## src/core/presence_seq_defs.vh

```
// constants for the carrier presence sequencer: register map, fields, codes, times
// assumes a 32-bit apb slave at 25 mhz
`ifndef PRESENCE_SEQ_DEFS_VH
`define PRESENCE_SEQ_DEFS_VH
// ----------------------------------------
// register byte offsets
// ----------------------------------------
`define OFS_CTRL      12'h000
`define OFS_CMD       12'h004
`define OFS_STATUS    12'h008
`define OFS_IO        12'h00C
// ----------------------------------------
// control register fields
// ----------------------------------------
`define CTRL_MODE_LSB 0
`define CTRL_MODE_MSB 2
`define CTRL_BUS_OK   4
`define CTRL_SCAN_VAL 5
// ----------------------------------------
// command register bits (write one to issue)
// ----------------------------------------
`define CMD_RESET     0
`define CMD_JOB       1
`define CMD_NEXT      2
`define CMD_DONE      3
// ----------------------------------------
// status word fields
// ----------------------------------------
`define ST_ERR_LSB    0
`define ST_ERR_MSB    7
`define ST_PRESENT    8
`define ST_JOB_ACT    9
`define ST_JOB_QUE    10
`define ST_READY      11
`define ST_NEXT_ACK   12
`define ST_DATA_BAD   13
`define ST_LINKED     14
`define ST_STARTED    15
// ----------------------------------------
// modes and error codes
// ----------------------------------------
`define MODE_SCAN     3'h2
`define MODE_TWO_IN   3'h4
`define MODE_ONE_IN   3'h6
`define ERR_NONE      8'h00
`define ERR_LOST      8'h01
`define ERR_MISSED    8'h02
`define ERR_STARTUP   8'h15
// ----------------------------------------
// times (ms), field filter length (cycles) and clock
// ----------------------------------------
`define CLK_HZ        25000000
`define T_SELFTEST_MS 3000
`define T_SCAN_MS     200
`define T_REARM_MS    500
`define T_EXIT2_MS    2000
`define HYST_CYC      16
`endif

```

## src/core/carrier_presence_sequencer.v

```verilog
// carrier presence sequencer: tracks a carrier past the head, drives conveyor and stopper
// assumes an apb master on pclk, and field/sense inputs asynchronous to pclk
//
// How it works
// RL1: carrier control with driven outputs only in modes 2, 4 and 6
// RL2: field flag is filtered by a counter so edge dwell does not chatter
// RL3: after next is acknowledged a queued job waits for the next arriving carrier
// RL4: outputs switch over when the carrier leaves, even without next
// RL5: scan mode, carrier loss during an active job aborts with error 01
// RL6: scan mode, a carrier passing unserved or without next flags error 02
// RL7: mode 4, entry pulse marks arrival even before the field is reached
// RL8: mode 4, exit pulse marks departure; field drops during a job are ignored
// RL9: host finishes each job before the carrier reaches the exit switch
// RL10: host leaves conveyor and stopper alone in carrier control modes
// RL11: modes 4 and 6, exit pulse during a job aborts with error 01
// RL12: mode 4, entry then exit without job or next gives error 02
// RL13: mode 6, outputs switch over at field detection
// RL14: mode 6, presence bit 8 holds from detection until the exit pulse
// RL15: mode 6, entry input stays a free input readable by the host
// RL16: mode 6, field loss during a job is tolerated until the exit pulse
// RL17: mode 6, second exit pulse after 2 s without job or next gives error 02
// RL18: after reset, self test then startup code 15h within 3 s
// RL19: host issues a reset command after the startup code
// RL20: first reset command scans about 200 ms before carrier control begins
// RL21: presence checking pauses while the fieldbus link is not healthy
// RL22: after first reset with no carrier, wait for a carrier or a job
// RL23: after first reset with a carrier, next sends the next job to the next carrier
// RL24: a carrier that backs out is treated like one that passed through
// RL25: scan mode, stopper switches back on 0.5 s after the carrier exits
`timescale 1ns/10ps
`include "presence_seq_defs.vh"
module carrier_presence_sequencer
#(
  parameter SELFTEST_CYC = `T_SELFTEST_MS * (`CLK_HZ / 1000) - 1,
  parameter SCAN_CYC     = `T_SCAN_MS * (`CLK_HZ / 1000),
  parameter REARM_CYC    = `T_REARM_MS * (`CLK_HZ / 1000),
  parameter EXIT2_CYC    = `T_EXIT2_MS * (`CLK_HZ / 1000) + 1,
  parameter HYST         = `HYST_CYC
)
(
  input  wire        pclk,
  input  wire        presetn,
  input  wire        psel,
  input  wire        penable,
  input  wire        pwrite,
  input  wire [11:0] paddr,
  input  wire [31:0] pwdata,
  output reg  [31:0] prdata,
  output reg         pready,
  output reg         pslverr,
  input  wire        field_detect,
  input  wire        entry_sense_input,
  input  wire        exit_sense_input,
  output reg         conveyor_output,
  output reg         stopper_output
);
  // ----------------------------------------
  // input synchronisers
  // ----------------------------------------
  reg [2:0] fld_s_q;
  reg [2:0] ent_s_q;
  reg [2:0] ext_s_q;
  always @(posedge pclk or negedge presetn)
  begin
    if (!presetn)
    begin
      fld_s_q <= 3'h0;
      ent_s_q <= 3'h0;
      ext_s_q <= 3'h0;
    end
    else
    begin
      fld_s_q <= {fld_s_q[1:0], field_detect};
      ent_s_q <= {ent_s_q[1:0], entry_sense_input};
      ext_s_q <= {ext_s_q[1:0], exit_sense_input};
    end
  end
  // the third stage serves only the edge detectors
  wire fld_raw   = fld_s_q[1];
  wire entry_lvl = ent_s_q[1];
  wire exit_lvl  = ext_s_q[1];
  wire entry_p   = ent_s_q[1] & ~ent_s_q[2];
  wire exit_p    = ext_s_q[1] & ~ext_s_q[2];

  // ----------------------------------------
  // registers and apb decode
  // ----------------------------------------
  reg  [5:0]  ctrl_q;
  reg  [7:0]  err_q;
  reg         bad_q;
  wire [2:0]  mode   = ctrl_q[`CTRL_MODE_MSB:`CTRL_MODE_LSB];
  wire        bus_ok = ctrl_q[`CTRL_BUS_OK];
  wire        ctl_on = (mode == `MODE_SCAN) || (mode == `MODE_TWO_IN) || (mode == `MODE_ONE_IN); // RL1
  wire        acc    = psel & penable & pready;
  wire        wr_ctl = acc & pwrite & (paddr == `OFS_CTRL);
  wire        wr_cmd = acc & pwrite & (paddr == `OFS_CMD);
  wire        rd_st  = acc & ~pwrite & (paddr == `OFS_STATUS);
  wire        mapped = (paddr == `OFS_CTRL) || (paddr == `OFS_CMD) ||
                       (paddr == `OFS_STATUS) || (paddr == `OFS_IO);
  wire        c_rst  = wr_cmd & pwdata[`CMD_RESET];
  wire        c_job  = wr_cmd & pwdata[`CMD_JOB];
  wire        c_next = wr_cmd & pwdata[`CMD_NEXT];
  wire        c_done = wr_cmd & pwdata[`CMD_DONE];

  // ----------------------------------------
  // field hysteresis filter
  // ----------------------------------------
  reg [7:0] hcnt_q;
  reg       fld_q;
  always @(posedge pclk or negedge presetn)
  begin
    if (!presetn)
    begin
      hcnt_q <= 8'h00;
      fld_q  <= 1'b0;
    end
    else if (fld_raw == fld_q)
      hcnt_q <= 8'h00;
    else if (hcnt_q == HYST[7:0] - 8'h01)
    begin
      hcnt_q <= 8'h00;
      fld_q  <= fld_raw; // RL2
    end
    else
      hcnt_q <= hcnt_q + 8'h01;
  end
  reg fld_d1_q;
  always @(posedge pclk or negedge presetn)
  begin
    if (!presetn)
      fld_d1_q <= 1'b0;
    else
      fld_d1_q <= fld_q;
  end
  wire fld_rise = fld_q & ~fld_d1_q;
  wire fld_fall = ~fld_q & fld_d1_q;

  // ----------------------------------------
  // sequencer
  // ----------------------------------------
  localparam ST_TEST = 3'h0;
  localparam ST_WAIT = 3'h1;
  localparam ST_SCAN = 3'h2;
  localparam ST_RUN  = 3'h3;
  reg  [2:0]  st_q;
  reg  [27:0] tmr_q;
  reg  [27:0] rearm_q;
  reg  [27:0] ex2_q;
  reg         pres_q;
  reg         act_q;
  reg         que_q;
  reg         nack_q;
  reg         served_q;
  reg         ended_q;
  reg         ex_seen_q;
  reg         pend_q;
  wire        live   = (st_q == ST_RUN) & bus_ok; // RL21
  // departure and arrival events per mode
  wire        arrive = live & (mode == `MODE_TWO_IN ? entry_p : fld_rise); // RL7 RL13
  wire        depart = live & ((mode == `MODE_TWO_IN || mode == `MODE_ONE_IN) ? exit_p : fld_fall); // RL8 RL14 RL16 RL24
  wire        unserved = ~served_q | ~ended_q;
  wire        ex2_ok   = (mode != `MODE_ONE_IN) | ~ex_seen_q | (ex2_q == 28'h0);
  always @(posedge pclk or negedge presetn)
  begin
    if (!presetn)
    begin
      st_q      <= ST_TEST;
      tmr_q     <= 28'h0;
      rearm_q   <= 28'h0;
      ex2_q     <= 28'h0;
      pres_q    <= 1'b0;
      act_q     <= 1'b0;
      que_q     <= 1'b0;
      nack_q    <= 1'b0;
      served_q  <= 1'b0;
      ended_q   <= 1'b0;
      ex_seen_q <= 1'b0;
      pend_q    <= 1'b0;
      err_q     <= `ERR_NONE;
      bad_q     <= 1'b0;
      conveyor_output <= 1'b0;
      stopper_output  <= 1'b0;
    end
    else
    begin
      if (rd_st & pend_q)
        pend_q <= 1'b0;
      if (ex2_q != 28'h0)
        ex2_q <= ex2_q - 28'h1;
      case (st_q)
        ST_TEST:
        begin
          tmr_q <= tmr_q + 28'h1;
          if (tmr_q == SELFTEST_CYC[27:0])
          begin
            err_q <= `ERR_STARTUP; // RL18
            st_q  <= ST_WAIT;
          end
        end
        ST_WAIT:
          if (c_rst) // RL19
          begin
            st_q  <= ST_SCAN;
            tmr_q <= 28'h0;
            err_q <= `ERR_NONE;
          end
        ST_SCAN:
        begin
          // first reset lasts the scan window before outputs are handed over
          tmr_q <= tmr_q + 28'h1;
          if (tmr_q == SCAN_CYC[27:0] - 28'h1) // RL20
          begin
            st_q   <= ST_RUN;
            pres_q <= fld_q & ctrl_q[`CTRL_SCAN_VAL];
            served_q <= 1'b0;
            ended_q  <= 1'b0;
            conveyor_output <= ctl_on & ~(fld_q & ctrl_q[`CTRL_SCAN_VAL]);
            stopper_output  <= ctl_on & ~(fld_q & ctrl_q[`CTRL_SCAN_VAL]);
          end
        end
        ST_RUN:
        begin
          if (c_rst)
          begin
            act_q  <= 1'b0;
            que_q  <= 1'b0;
            nack_q <= 1'b0;
            bad_q  <= 1'b0;
            err_q  <= `ERR_NONE;
          end
          if (c_job)
          begin
            // job waits in the queue while next is acknowledged or no carrier is here
            if (nack_q | ~pres_q)
              que_q <= 1'b1; // RL3 RL22 RL23
            else
              act_q <= 1'b1;
            served_q <= served_q | ~nack_q;
            bad_q    <= 1'b0;
            if (pend_q)
              pend_q <= 1'b0;
          end
          if (c_done)
          begin
            act_q <= 1'b0;
          end
          if (c_next & ctl_on & pres_q)
          begin
            nack_q  <= 1'b1;
            ended_q <= 1'b1;
            served_q <= 1'b1;
            conveyor_output <= 1'b1;
            stopper_output  <= 1'b0;
          end
          if (rearm_q != 28'h0)
          begin
            rearm_q <= rearm_q - 28'h1;
            if (rearm_q == 28'h1)
              stopper_output <= 1'b1; // RL25
          end
          if (arrive & ~pres_q)
          begin
            pres_q   <= 1'b1;
            nack_q   <= 1'b0;
            ended_q  <= 1'b0;
            served_q <= que_q;
            rearm_q  <= 28'h0;
            if (que_q)
            begin
              act_q <= 1'b1; // RL3
              que_q <= 1'b0;
            end
            if (ctl_on)
            begin
              conveyor_output <= 1'b0; // RL13
              stopper_output  <= 1'b0;
            end
          end
          if (depart & (pres_q | mode == `MODE_ONE_IN))
          begin
            pres_q <= 1'b0;
            ex_seen_q <= 1'b1;
            ex2_q  <= EXIT2_CYC[27:0];
            if (ctl_on)
            begin
              conveyor_output <= 1'b1; // RL4
              if (mode == `MODE_SCAN)
                rearm_q <= REARM_CYC[27:0];
              else
                stopper_output <= 1'b1;
            end
            if (ctl_on & (act_q & ~c_done))
            begin
              act_q  <= 1'b0; // RL5 RL11
              bad_q  <= 1'b1;
              err_q  <= `ERR_LOST;
              pend_q <= 1'b1;
            end
            else if (ctl_on & unserved & ex2_ok & (pres_q | ex_seen_q))
            begin
              err_q  <= `ERR_MISSED; // RL6 RL12 RL17
              pend_q <= 1'b1;
            end
          end
        end
        default:
          st_q <= ST_TEST;
      endcase
    end
  end

  // ----------------------------------------
  // control register and apb response
  // ----------------------------------------
  always @(posedge pclk or negedge presetn)
  begin
    if (!presetn)
      ctrl_q <= 6'h00;
    else if (wr_ctl)
      ctrl_q <= pwdata[5:0];
  end
  wire [15:0] stat = {st_q != ST_TEST, bus_ok, bad_q, nack_q, st_q == ST_RUN, que_q, act_q, pres_q, err_q};
  always @(posedge pclk or negedge presetn)
  begin
    if (!presetn)
    begin
      prdata  <= 32'h0;
      pready  <= 1'b0;
      pslverr <= 1'b0;
    end
    else
    begin
      pready  <= psel & ~penable;
      pslverr <= psel & ~penable & ~mapped;
      if (psel & ~penable & ~pwrite)
      begin
        case (paddr)
          `OFS_CTRL:   prdata <= {26'h0, ctrl_q};
          `OFS_STATUS: prdata <= {16'h0, stat};
          // entry input is free to read in every mode
          `OFS_IO:     prdata <= {26'h0, stopper_output, conveyor_output, 1'b0, fld_q, exit_lvl, entry_lvl}; // RL15
          default:     prdata <= 32'h0;
        endcase
      end
    end
  end
endmodule

```

## config.mk

```make
export PLATFORM = sky130hd
export DESIGN_NAME = carrier_presence_sequencer
export DESIGN_NICKNAME = d
export VERILOG_FILES = /design/src/core/carrier_presence_sequencer.v
export VERILOG_INCLUDE_DIRS = /design/src /design/src/core
export SDC_FILE = /design/constraint.sdc
export NUM_CORES = 1
export LEC_CHECK = 0
export BUFFER_PORTS_ARGS = -buffer_cell sky130_fd_sc_hd__buf_2
export CAP_MARGIN = 20
export CELL_PAD_IN_SITES_DETAIL_PLACEMENT = 1
export CELL_PAD_IN_SITES_GLOBAL_PLACEMENT = 1
export CORE_MARGIN = 1.5
export CORE_UTILIZATION = 40
export DETAILED_ROUTE_END_ITERATION = 6
export HOLD_SLACK_MARGIN = 0.03
export MAX_ROUTING_LAYER = met4
export PLACE_DENSITY_LB_ADDON = 0.1
export SYNTH_ARGS = -nofsm -noshare
export SYNTH_HDL_FRONTEND = slang
export SYNTH_SLANG_ARGS = --single-unit
```

## constraint.sdc

```tcl
create_clock -name pclk -period 6.9 [get_ports pclk]
set_input_delay 0.69 -clock pclk [delete_from_list [all_inputs] [get_ports pclk]]
set_output_delay 0.69 -clock pclk [all_outputs]
set_load 0.1 [all_outputs]
```

Yosys cells after proc, flatten, opt, wreduce, memory -nomap -nowiden

Cells that the tools add are included.

Flip-flop bits (word level): 163
Latch bits: 0
Memory bits (writable): 0
ROM bits: 0
Input port bits: 52
Memories: 0

Add/sub/neg operators: 4
Multipliers: 0
Divide/modulo/power cells: 0
Order comparisons: 0
Equality and inequality tests: 21
Shifts and indexed selects: 0
Multiplexer cells: 73
Bitwise logic cells: 53
Reductions and logical operators: 27

Operators by type and width:

| cell                    | count |
|---|---|
| $mux W28                | 9 |
| $mux W8                 | 7 |
| $pmux W28 S2            | 1 |
| $reduce_bool A28 Y1     | 2 |
| $sub A28 B1 Y28 const B | 2 |
| $pmux W16 S3            | 1 |
| $mux W1                 | 45 |
| $and A1 B1 Y1           | 30 |
| $add A28 B1 Y28 const B | 1 |
| $eq A28 B1 Y1 const B   | 1 |
| $eq A28 B23 Y1 const B  | 1 |
| $eq A28 B27 Y1 const B  | 1 |
| $logic_not A28 Y1       | 1 |
| $eq A12 B4 Y1 const B   | 2 |
| $pmux W8 S3             | 1 |
| $not A1 Y1              | 16 |
| $eq A12 B3 Y1 const B   | 1 |
| $logic_not A12 Y1       | 1 |
| $pmux W3 S4             | 1 |
| $reduce_and A2 Y1       | 6 |
| $pmux W1 S2             | 5 |
| $eq A3 B2 Y1 const B    | 3 |
| $mux W3                 | 3 |
| $reduce_and A3 Y1       | 3 |
| 16 further kinds        | 34 |

Logic depth before layout (Yosys ltp)

Gate-level depths: netlist (run 1).

Depth after elaboration: 16
Gate-level depth with buffers: 9
Mapped depth without buffers: 8

Least setup slack after synthesis (run 1)

No wires, ideal clock.

Kind: input to register
From: input port paddr[2]
To: register tmr_q[23]
Setup time: 132 ps
Data arrival time: 2866 ps
Path slack: 3902 ps
Stages on the path: 9
Path buffers: 3
Cell sequence: buf_2 -> or4b_2 -> nor4_4 -> a21boi_0 -> clkbuf_1 -> clkbuf_1 -> nor4_1 -> xnor2_1 -> nor2_1

Word-level cells in the longest chain between the ends: 5

Ends and longest elaborated chain:

| what                        | RTL line                         | RTL |
|---|---|---|
| from (decl)                 | carrier_presence_sequencer.v:46  | `input wire [11:0] paddr,` |
| $eq A12 B3 Y1 (no line)     | n/a                              |  |
| $and A1 B1 Y1               | carrier_presence_sequencer.v:96  | `` wire wr_cmd = acc & pwrite & (paddr == `OFS_CMD); `` |
| $and A1 B1 Y1               | carrier_presence_sequencer.v:100 | `` wire c_rst = wr_cmd & pwdata[`CMD_RESET]; `` |
| $ne A2 B2 Y1 (no line)      | n/a                              |  |
| $reduce_and A2 Y1 (no line) | n/a                              |  |
| to (signal assigned)        | carrier_presence_sequencer.v:193 | `tmr_q <= tmr_q + 28'h1;` |
| to (signal assigned)        | carrier_presence_sequencer.v:210 | `tmr_q <= tmr_q + 28'h1;` |
| to (decl)                   | carrier_presence_sequencer.v:146 | `reg [27:0] tmr_q;` |

Every way passes these cells.
A chain may end at the register's enable or synchronous reset.

Final worst setup path (run 1)

From: register ex2_q[8]
To: register err_q[1]

Word-level cells in the longest chain between the ends: 8

Ends and longest elaborated chain:

| what                        | RTL line                         | RTL |
|---|---|---|
| from (decl)                 | carrier_presence_sequencer.v:148 | `reg [27:0] ex2_q;` |
| from (signal assigned)      | carrier_presence_sequencer.v:189 | `ex2_q <= ex2_q - 28'h1;` |
| from (signal assigned)      | carrier_presence_sequencer.v:283 | `ex2_q <= EXIT2_CYC[27:0];` |
| $logic_not A28 Y1           | carrier_presence_sequencer.v:162 | `` wire ex2_ok = (mode != `MODE_ONE_IN) \| ~ex_seen_q \| (ex2_q == 28'h0); `` |
| $or A1 B1 Y1                | carrier_presence_sequencer.v:162 |  |
| $and A1 B1 Y1 (2 in series) | carrier_presence_sequencer.v:299 | `else if (ctl_on & unserved & ex2_ok & (pres_q \| ex_seen_q))` |
| $mux W8                     | carrier_presence_sequencer.v:299 |  |
| $mux W8                     | carrier_presence_sequencer.v:292 | `if (ctl_on & (act_q & ~c_done))` |
| $mux W8                     | carrier_presence_sequencer.v:279 | `` if (depart & (pres_q \| mode == `MODE_ONE_IN)) `` |
| $pmux W8 S3                 | carrier_presence_sequencer.v:190 | `case (st_q)` |
| to (signal assigned)        | carrier_presence_sequencer.v:196 | `` err_q <= `ERR_STARTUP; `` |
| to (signal assigned)        | carrier_presence_sequencer.v:296 | `` err_q <= `ERR_LOST; `` |
| to (signal assigned)        | carrier_presence_sequencer.v:301 | `` err_q <= `ERR_MISSED; `` |
| to (decl)                   | carrier_presence_sequencer.v:89  | `reg [7:0] err_q;` |

Every way passes these cells.

==> results of run 1 <==
[cell usage after synthesis (11+ instances only)]
cell / instances / area share
mux2_2: 15 / 0.022
nand2_1: 79 / 0.038
nor4_1: 35 / 0.028
a31oi_1: 11 / 0.0089
a22o_1: 13 / 0.015
buf_4: 16 / 0.016
xnor2_1: 40 / 0.045
or4_1: 14 / 0.014
dfrtp_1: 146 / 0.47
o21ai_0: 40 / 0.026
xor2_1: 17 / 0.019
nor2_1: 90 / 0.044
nand3_1: 22 / 0.014
or3_1: 12 / 0.0097
a21oi_1: 20 / 0.013
nor3_1: 28 / 0.018
inv_1: 20 / 0.0097
ha_1: 11 / 0.018
clkbuf_1: 28 / 0.014
[cell families after synthesis]
logic type	Yosys count	share of synthesized area
other	1	0.000486
AND/OR/NAND/NOR	362	0.246
AO/OA/AOI/OAI	141	0.124
buffers and inverters	73	0.0476
adder cells (fa/ha/maj)	11	0.0178
multiplexers	19	0.0271
XOR/XNOR	57	0.0647
flip-flops	146	0.473
[where the power goes]
group | leakage [uW] | switching (uW) | internal, uW
Clock | 0.000274 | 397 | 507
Combinational | 0.00180 | 1040 | 590
Sequential | 0.00190 | 78.6 | 959
[area by class of cell]
type | instances | area, sq um
Clock inverter | 15 | 148
Multi-Input combinational cell | 606 | 3760
Sequential cell | 146 | 3650
Inverter | 20 | 75.1
Fill cell | 2147 | 10200
Timing Repair Buffer | 53 | 292
Clock buffer | 17 | 425
Tap cell | 260 | 325
[worst reg2reg max path: stages (launching register included)]
cell and delay (ns):
dfrtp_1 0.42, nor4_1 0.59, nand2_1 0.28, nor3_1 0.77
o311ai_0 0.49, or4b_2 0.75, nand3_1 0.11
[registers in the layout, summed over array words and instances, names as in the netlist, 2 cells and up]
| signal | cells |
|---|---|
| prdata | 16 |
| err_q | 8 |
| ext_s_q | 3 |
| st_q | 2 |
| tmr_q | 28 |
| ent_s_q | 3 |
| ctrl_q | 6 |
| hcnt_q | 8 |
| ex2_q | 28 |
| rearm_q | 28 |
| fld_s_q | 2 |
[metal layers]
metal  vias to the layer above  wire length, um  share of wire
li1                       2951                -              -
met1                      3168             9080           0.45
met2                        63            10400           0.52
met3                        14              427          0.021
met4                         0              148         0.0074
met5                         -                0              0
[per-stage QoR]
| stage | worst slack, ns | utilization | instances |
|---|---|---|---|
| after floorplan | 3.90 | - | 825 |
| after global placement | 3.37 | 0.430 | 1084 |
| after detailed placement | 3.34 | 0.430 | 1084 |
| after CTS | 3.42 | 0.461 | 1116 |
| after global routing | 3.08 | 0.461 | 1117 |
| final | 3.42 | 0.461 | 1117 |
[worst paths after layout]
path | from | to | slack [ns] | cells past startpoint
max in group asynchronous | presetn | conveyor_output | 5.34 | 2
worst max-delay path | ex2_q[8] | err_q[1] | 3.42 | 6
min in group asynchronous | presetn | rearm_q[4] | 0.37 | 1
worst min register to register | ent_s_q[0] | ent_s_q[1] | 0.35 | 0
worst max register to register | ex2_q[8] | err_q[1] | 3.42 | 6
worst min-delay path | ent_s_q[0] | ent_s_q[1] | 0.35 | 0
==> results.toml, run 1 <==
[outcome]
status = "complete, no violations"

[synthesis]
yosysWarningCount = 0
synth_flop_cell = "dfrtp_1"
ys_seq_elements = 146
synth_cell_types = 67
netlist_area_sq_mm = 0.00772
async_flop_share = 1.00
synth-edff-count = 0
ys_seq_area_frac = 0.473
syn_avg_cell_area_sq_um = 9.53
postSynthCellCount = 810

[clocking]
hold_buffers = 0
cts_made_buffers = 17
path_clk_slew_ns = 0.06
cts_resized = 0
cts_root_buf = "clkbuf_16"
cts.path.max_buffers = 2
cts_tree = "yes"
clk_latency_ns = 0.42
htreeDepth = 4
postCtsSetupBuffers = 0
cts_sinks = 146

[timing]
fin_crit_ns = 3.48
max_freq_ghz = 0.288
hold_slack_ns = 0.354
worstMarginPinSlew_ns = 1.10
rsz0062_at_grt = "false"
setup_viol = 0
period_share = 0.504
finClkSkew_ns = 0.00895
finalHoldViolCount = 0
slew_viol_final = 0
relSlewSlack = 0.258
finalSetupTns_ns = 0

[drt]
wl_per_cell_um = 18.0
detail_route.first_pass.iterations = 4
drc = 0
ant_nets = 0
route.vias.total = 6196
wl_um = 20100
dr.first_iter.drc_count = 325
via_per_inst = 5.55

[pwr]
p_per_area_mw_per_mm2 = 412
peakVddDrop_mv = 0.150
p_total_uw = 3570
p_leak_uw = 0.00397

[grt]
grt_overflow = 0
grtUsageMet1 = 0.268
grt_pass1_vias = 6568
antenna_found_initial = 0
use_met3 = 0.0388
use_met2 = 0.378
track_usage = 0.219
grt_max_degree = 98
grt_most_used_layer = "met2"
grt_pass1_wl_um = 33900

[setup_path]
crit_required_ns = 7.26
crit_family = "simple AND/OR/NAND/NOR gates"
crit_path_top_delay_cell = "nor3_1"
critical_path_class = "reg -> reg"
path_buf_inv = 0
crit_path_end_kind = "register"
slowest_delay_ns = 0.77
crit_chain = "nor4_1 > nand2_1 > nor3_1 > o311ai_0 > or4b_2 > nand3_1"
arrival_ns = 3.83
crit_path_max_fanout = 8
critPathLaunchType = "register"

[floorplan]
rows = 50
core_area_sq_mm = 0.0188
start_util = 0.410
ios = 88
die_area_sq_mm = 0.0201
die_w_um = 142
die_h_um = 142

[placed_design]
gp_congestion = 0.797
io_buffers = 45
placed_cell_area_sq_mm = 0.00810
dp_hpwl_um = 13900

[finish]
nNetsFinal = 907
final_layout_size_suffix_gt1_frac = 0.139
syn_to_final_growth_pct = 12.4
final_common_cell = "dfrtp_1"
most-common-layout-cells = "dfrtp_1 (146), nor2_1 (89), nand2_1 (79)"
diodes = 0
fin_area_sq_mm = 0.00868

[min_path]
hold_path.class = "reg -> reg"

[flow_run]
maxCapViolations = 0
Note: power is estimated with default switching activity, not from simulation.
==> run 2: changes to the inputs <==
--- a/config.mk
+++ b/config.mk
@@ -6,6 +6,7 @@
 export SDC_FILE = /design/constraint.sdc
 export NUM_CORES = 1
 export LEC_CHECK = 0
+export ABC_AREA = 1
 export BUFFER_PORTS_ARGS = -buffer_cell sky130_fd_sc_hd__buf_2
 export CAP_MARGIN = 20
 export CELL_PAD_IN_SITES_DETAIL_PLACEMENT = 1
==> constraint.sdc (replaced) <==
create_clock -name pclk -period 3.2 [get_ports pclk]
set_input_delay 0.32 -clock pclk [delete_from_list [all_inputs] [get_ports pclk]]
set_output_delay 0.32 -clock pclk [all_outputs]
set_load 0.1 [all_outputs]
==> results.toml, run 2 <==
[outcome]
status = "complete, no violations"

[synthesis]
ys_seq_area_frac = 0.424
yosysMostFrequentCell = "nand2_1"
postSynthCellCount = 1160
syn_avg_cell_area_sq_um = 7.43
yosys.area.top_type = "dfrtp_1"
async_flop_share = 1.00
synth-edff-count = 0
netlist_area_sq_mm = 0.00862
synth_top_area_frac = 0.424
yosysWarningCount = 0
synth_cell_types = 51
synth_flop_cell = "dfrtp_1"
ys_seq_elements = 146
synth_area_leaders = "dfrtp_1 (42%), nand2_1 (12%), nor2_1 (8.2%), inv_1 (5.4%), nand3_1 (4.6%)"
synth_common_cells = "nand2_1 (272), nor2_1 (189), dfrtp_1 (146), inv_1 (124), nand3_1 (80)"

[finish]
final_layout_size_suffix_gt1_frac = 0.105
fin_area_sq_mm = 0.00972
largestRegisters = "ex2_q (28), rearm_q (28), tmr_q (28)"
syn_to_final_growth_pct = 12.7
final_core_util = 0.461
most-common-layout-cells = "nand2_1 (272), nor2_1 (189), dfrtp_1 (146)"
diodes = 0
nFillCells = 2705
nNetsFinal = 1275
final_common_cell = "nand2_1"

[drt]
dr.first_iter.drc_count = 272
wl_um = 24600
ant_nets = 0
drc = 0
via_per_inst = 5.15
detail_route.first_pass.iterations = 4
route.vias.total = 7724
wl_per_cell_um = 16.4

[timing]
fin_crit_ns = 2.45
finalSetupTns_ns = 0
max_freq_ghz = 0.409
finalHoldViolCount = 0
rsz0062_at_grt = "false"
period_share = 0.765
slew_viol_final = 0
worstMarginPinSlew_ns = 0.690
setup_viol = 0
finClkSkew_ns = 0.0125
relSlewSlack = 0.540

[pwr]
pwr-share-comb = 0.172
switchingPower_uw = 1680
seqPwrFrac = 0.416
p_int_uw = 3420
peakVddDrop_mv = 0.281
p_clk_frac = 0.411
p_leak_uw = 0.00471
switching_share = 0.330
p_total_uw = 5100
p_per_area_mw_per_mm2 = 525

[min_path]
hold_path.class = "in -> reg"
hp-start = "penable"

[placed_design]
gp_congestion = 0.843
placed_cell_area_sq_mm = 0.00907
io_buffers = 45
dp_hpwl_um = 18200

[clocking]
cts_sinks = 146
path_clk_slew_ns = 0.07
cts_root_buf = "clkbuf_16"
cts_tree = "yes"
cts.path.max_buffers = 2
cts_resized = 0
htreeDepth = 4
cts_made_buffers = 17
clk_latency_ns = 0.43

[grt]
grt_pass1_wl_um = 41900
grt_overflow = 0
grt_max_degree = 72
antenna_found_initial = 0
track_usage = 0.244
grt_pass1_vias = 8374

[setup_path]
crit_path_end_kind = "register"
critical_path_class = "reg -> reg"
rrSetupSlack_ns = 0.75
arrival_ns = 2.74
critPathLaunchType = "register"
crit_required_ns = 3.49
crit_path_max_fanout = 29
timing.rr.start = "st_q[0]"
crit_start = "st_q[0]"

[floorplan]
die_area_sq_mm = 0.0224
start_util = 0.409
die_h_um = 150
die_w_um = 150
core_area_sq_mm = 0.0211
rows = 53
ios = 88

[flow_run]
maxCapViolations = 0
==> run 2: cell types whose count changed in the layout (fill, tap and decap cells not counted), moves of 28 or more <==
cell / previous run / this run
nor2_1: 89 / 189
o21ai_0: 40 / 68
nand3_1: 22 / 80
inv_1: 20 / 124
nor4_1: 35 / 1
nand2_1: 79 / 272
==> run 2: metrics by stage <==
stage,instances,hold slack (ns),setup slack (ns)
3_5_place_dp,1464,0.336,0.772
4_1_cts,1500,0.0659,0.704
3_3_place_gp,1464,0.332,0.828
2_1_floorplan,1175,0.0244,1.05
6_report,1500,0.0784,0.753
5_1_grt,1500,0.0743,0.418
==> run 2: routing by layer <==
layer | GRT usage | share of wire | vias to the layer above | routed length, um
li1 | - | - | 3827 | -
met1 | 0.306 | 0.48 | 3793 | 11800
met2 | 0.415 | 0.49 | 79 | 12000
met3 | 0.0360 | 0.022 | 25 | 538
met4 | 0.0593 | 0.012 | 0 | 299
met5 | - | 0 | - | 0
==> run 2: final cells by class <==
cell class / instances / area, sq um / share of cell area
clock buffer: 18 / 439 / 0.0452
inverter: 131 / 498 / 0.0512
multi-input combinational: 859 / 4270 / 0.440
tap: 275 / 344 / 0.0354
sequential: 146 / 3650 / 0.376
timing repair buffer: 57 / 344 / 0.0354
clock inverter: 14 / 168 / 0.0173
==> run 2: final timing paths <==
| path | endpoint | cells after the start |
|---|---|---|
| setup / recovery | tmr_q[7] | 8 |
| hold / removal | pready | 2 |
| setup reg to reg | tmr_q[7] | 8 |
| hold reg to reg | fld_s_q[1] | 0 |
| max in group asynchronous | tmr_q[19] | 3 |
| min in group asynchronous | hcnt_q[2] | 2 |
==> run 2: worst max-delay path: stages, from the launching register on <==
cell      delay [ns]
dfrtp_1         0.41
inv_1           0.13
ha_1            0.27
nor2_1          0.27
nand2_1         0.15
nand2_4         0.27
clkinv_2        0.47
nand4_1         0.22
o21ai_0         0.12
==> run 2: what timing repair did <==
item / CTS / global route
hold endpoints to repair: 72 / 0
hold buffers: 4 / 0
setup buffers: 0 / 0
==> run 2: logic make-up after synthesis <==
| logic type | after synthesis | share of synthesized area |
|---|---|---|
| DFF | 146 | 0.424 |
| xor gates and xnor gates | 45 | 0.0457 |
| and+or+nand+nor | 640 | 0.328 |
| muxes | 2 | 0.00261 |
| other | 1 | 0.000435 |
| buffers and inverters | 170 | 0.0871 |
| adders and majority gates | 11 | 0.0160 |
| AOI/OAI and AO/OA | 145 | 0.0960 |
==> run 2: power groups by stage <==
stage,clock network (uW),logic (uW),registers [uW]
2_1_floorplan,0,557,2220
3_3_place_gp,0,856,2150
3_5_place_dp,0,876,2150
4_1_cts,2140,894,2120
5_1_grt,2230,987,2140
6_report,2100,879,2120
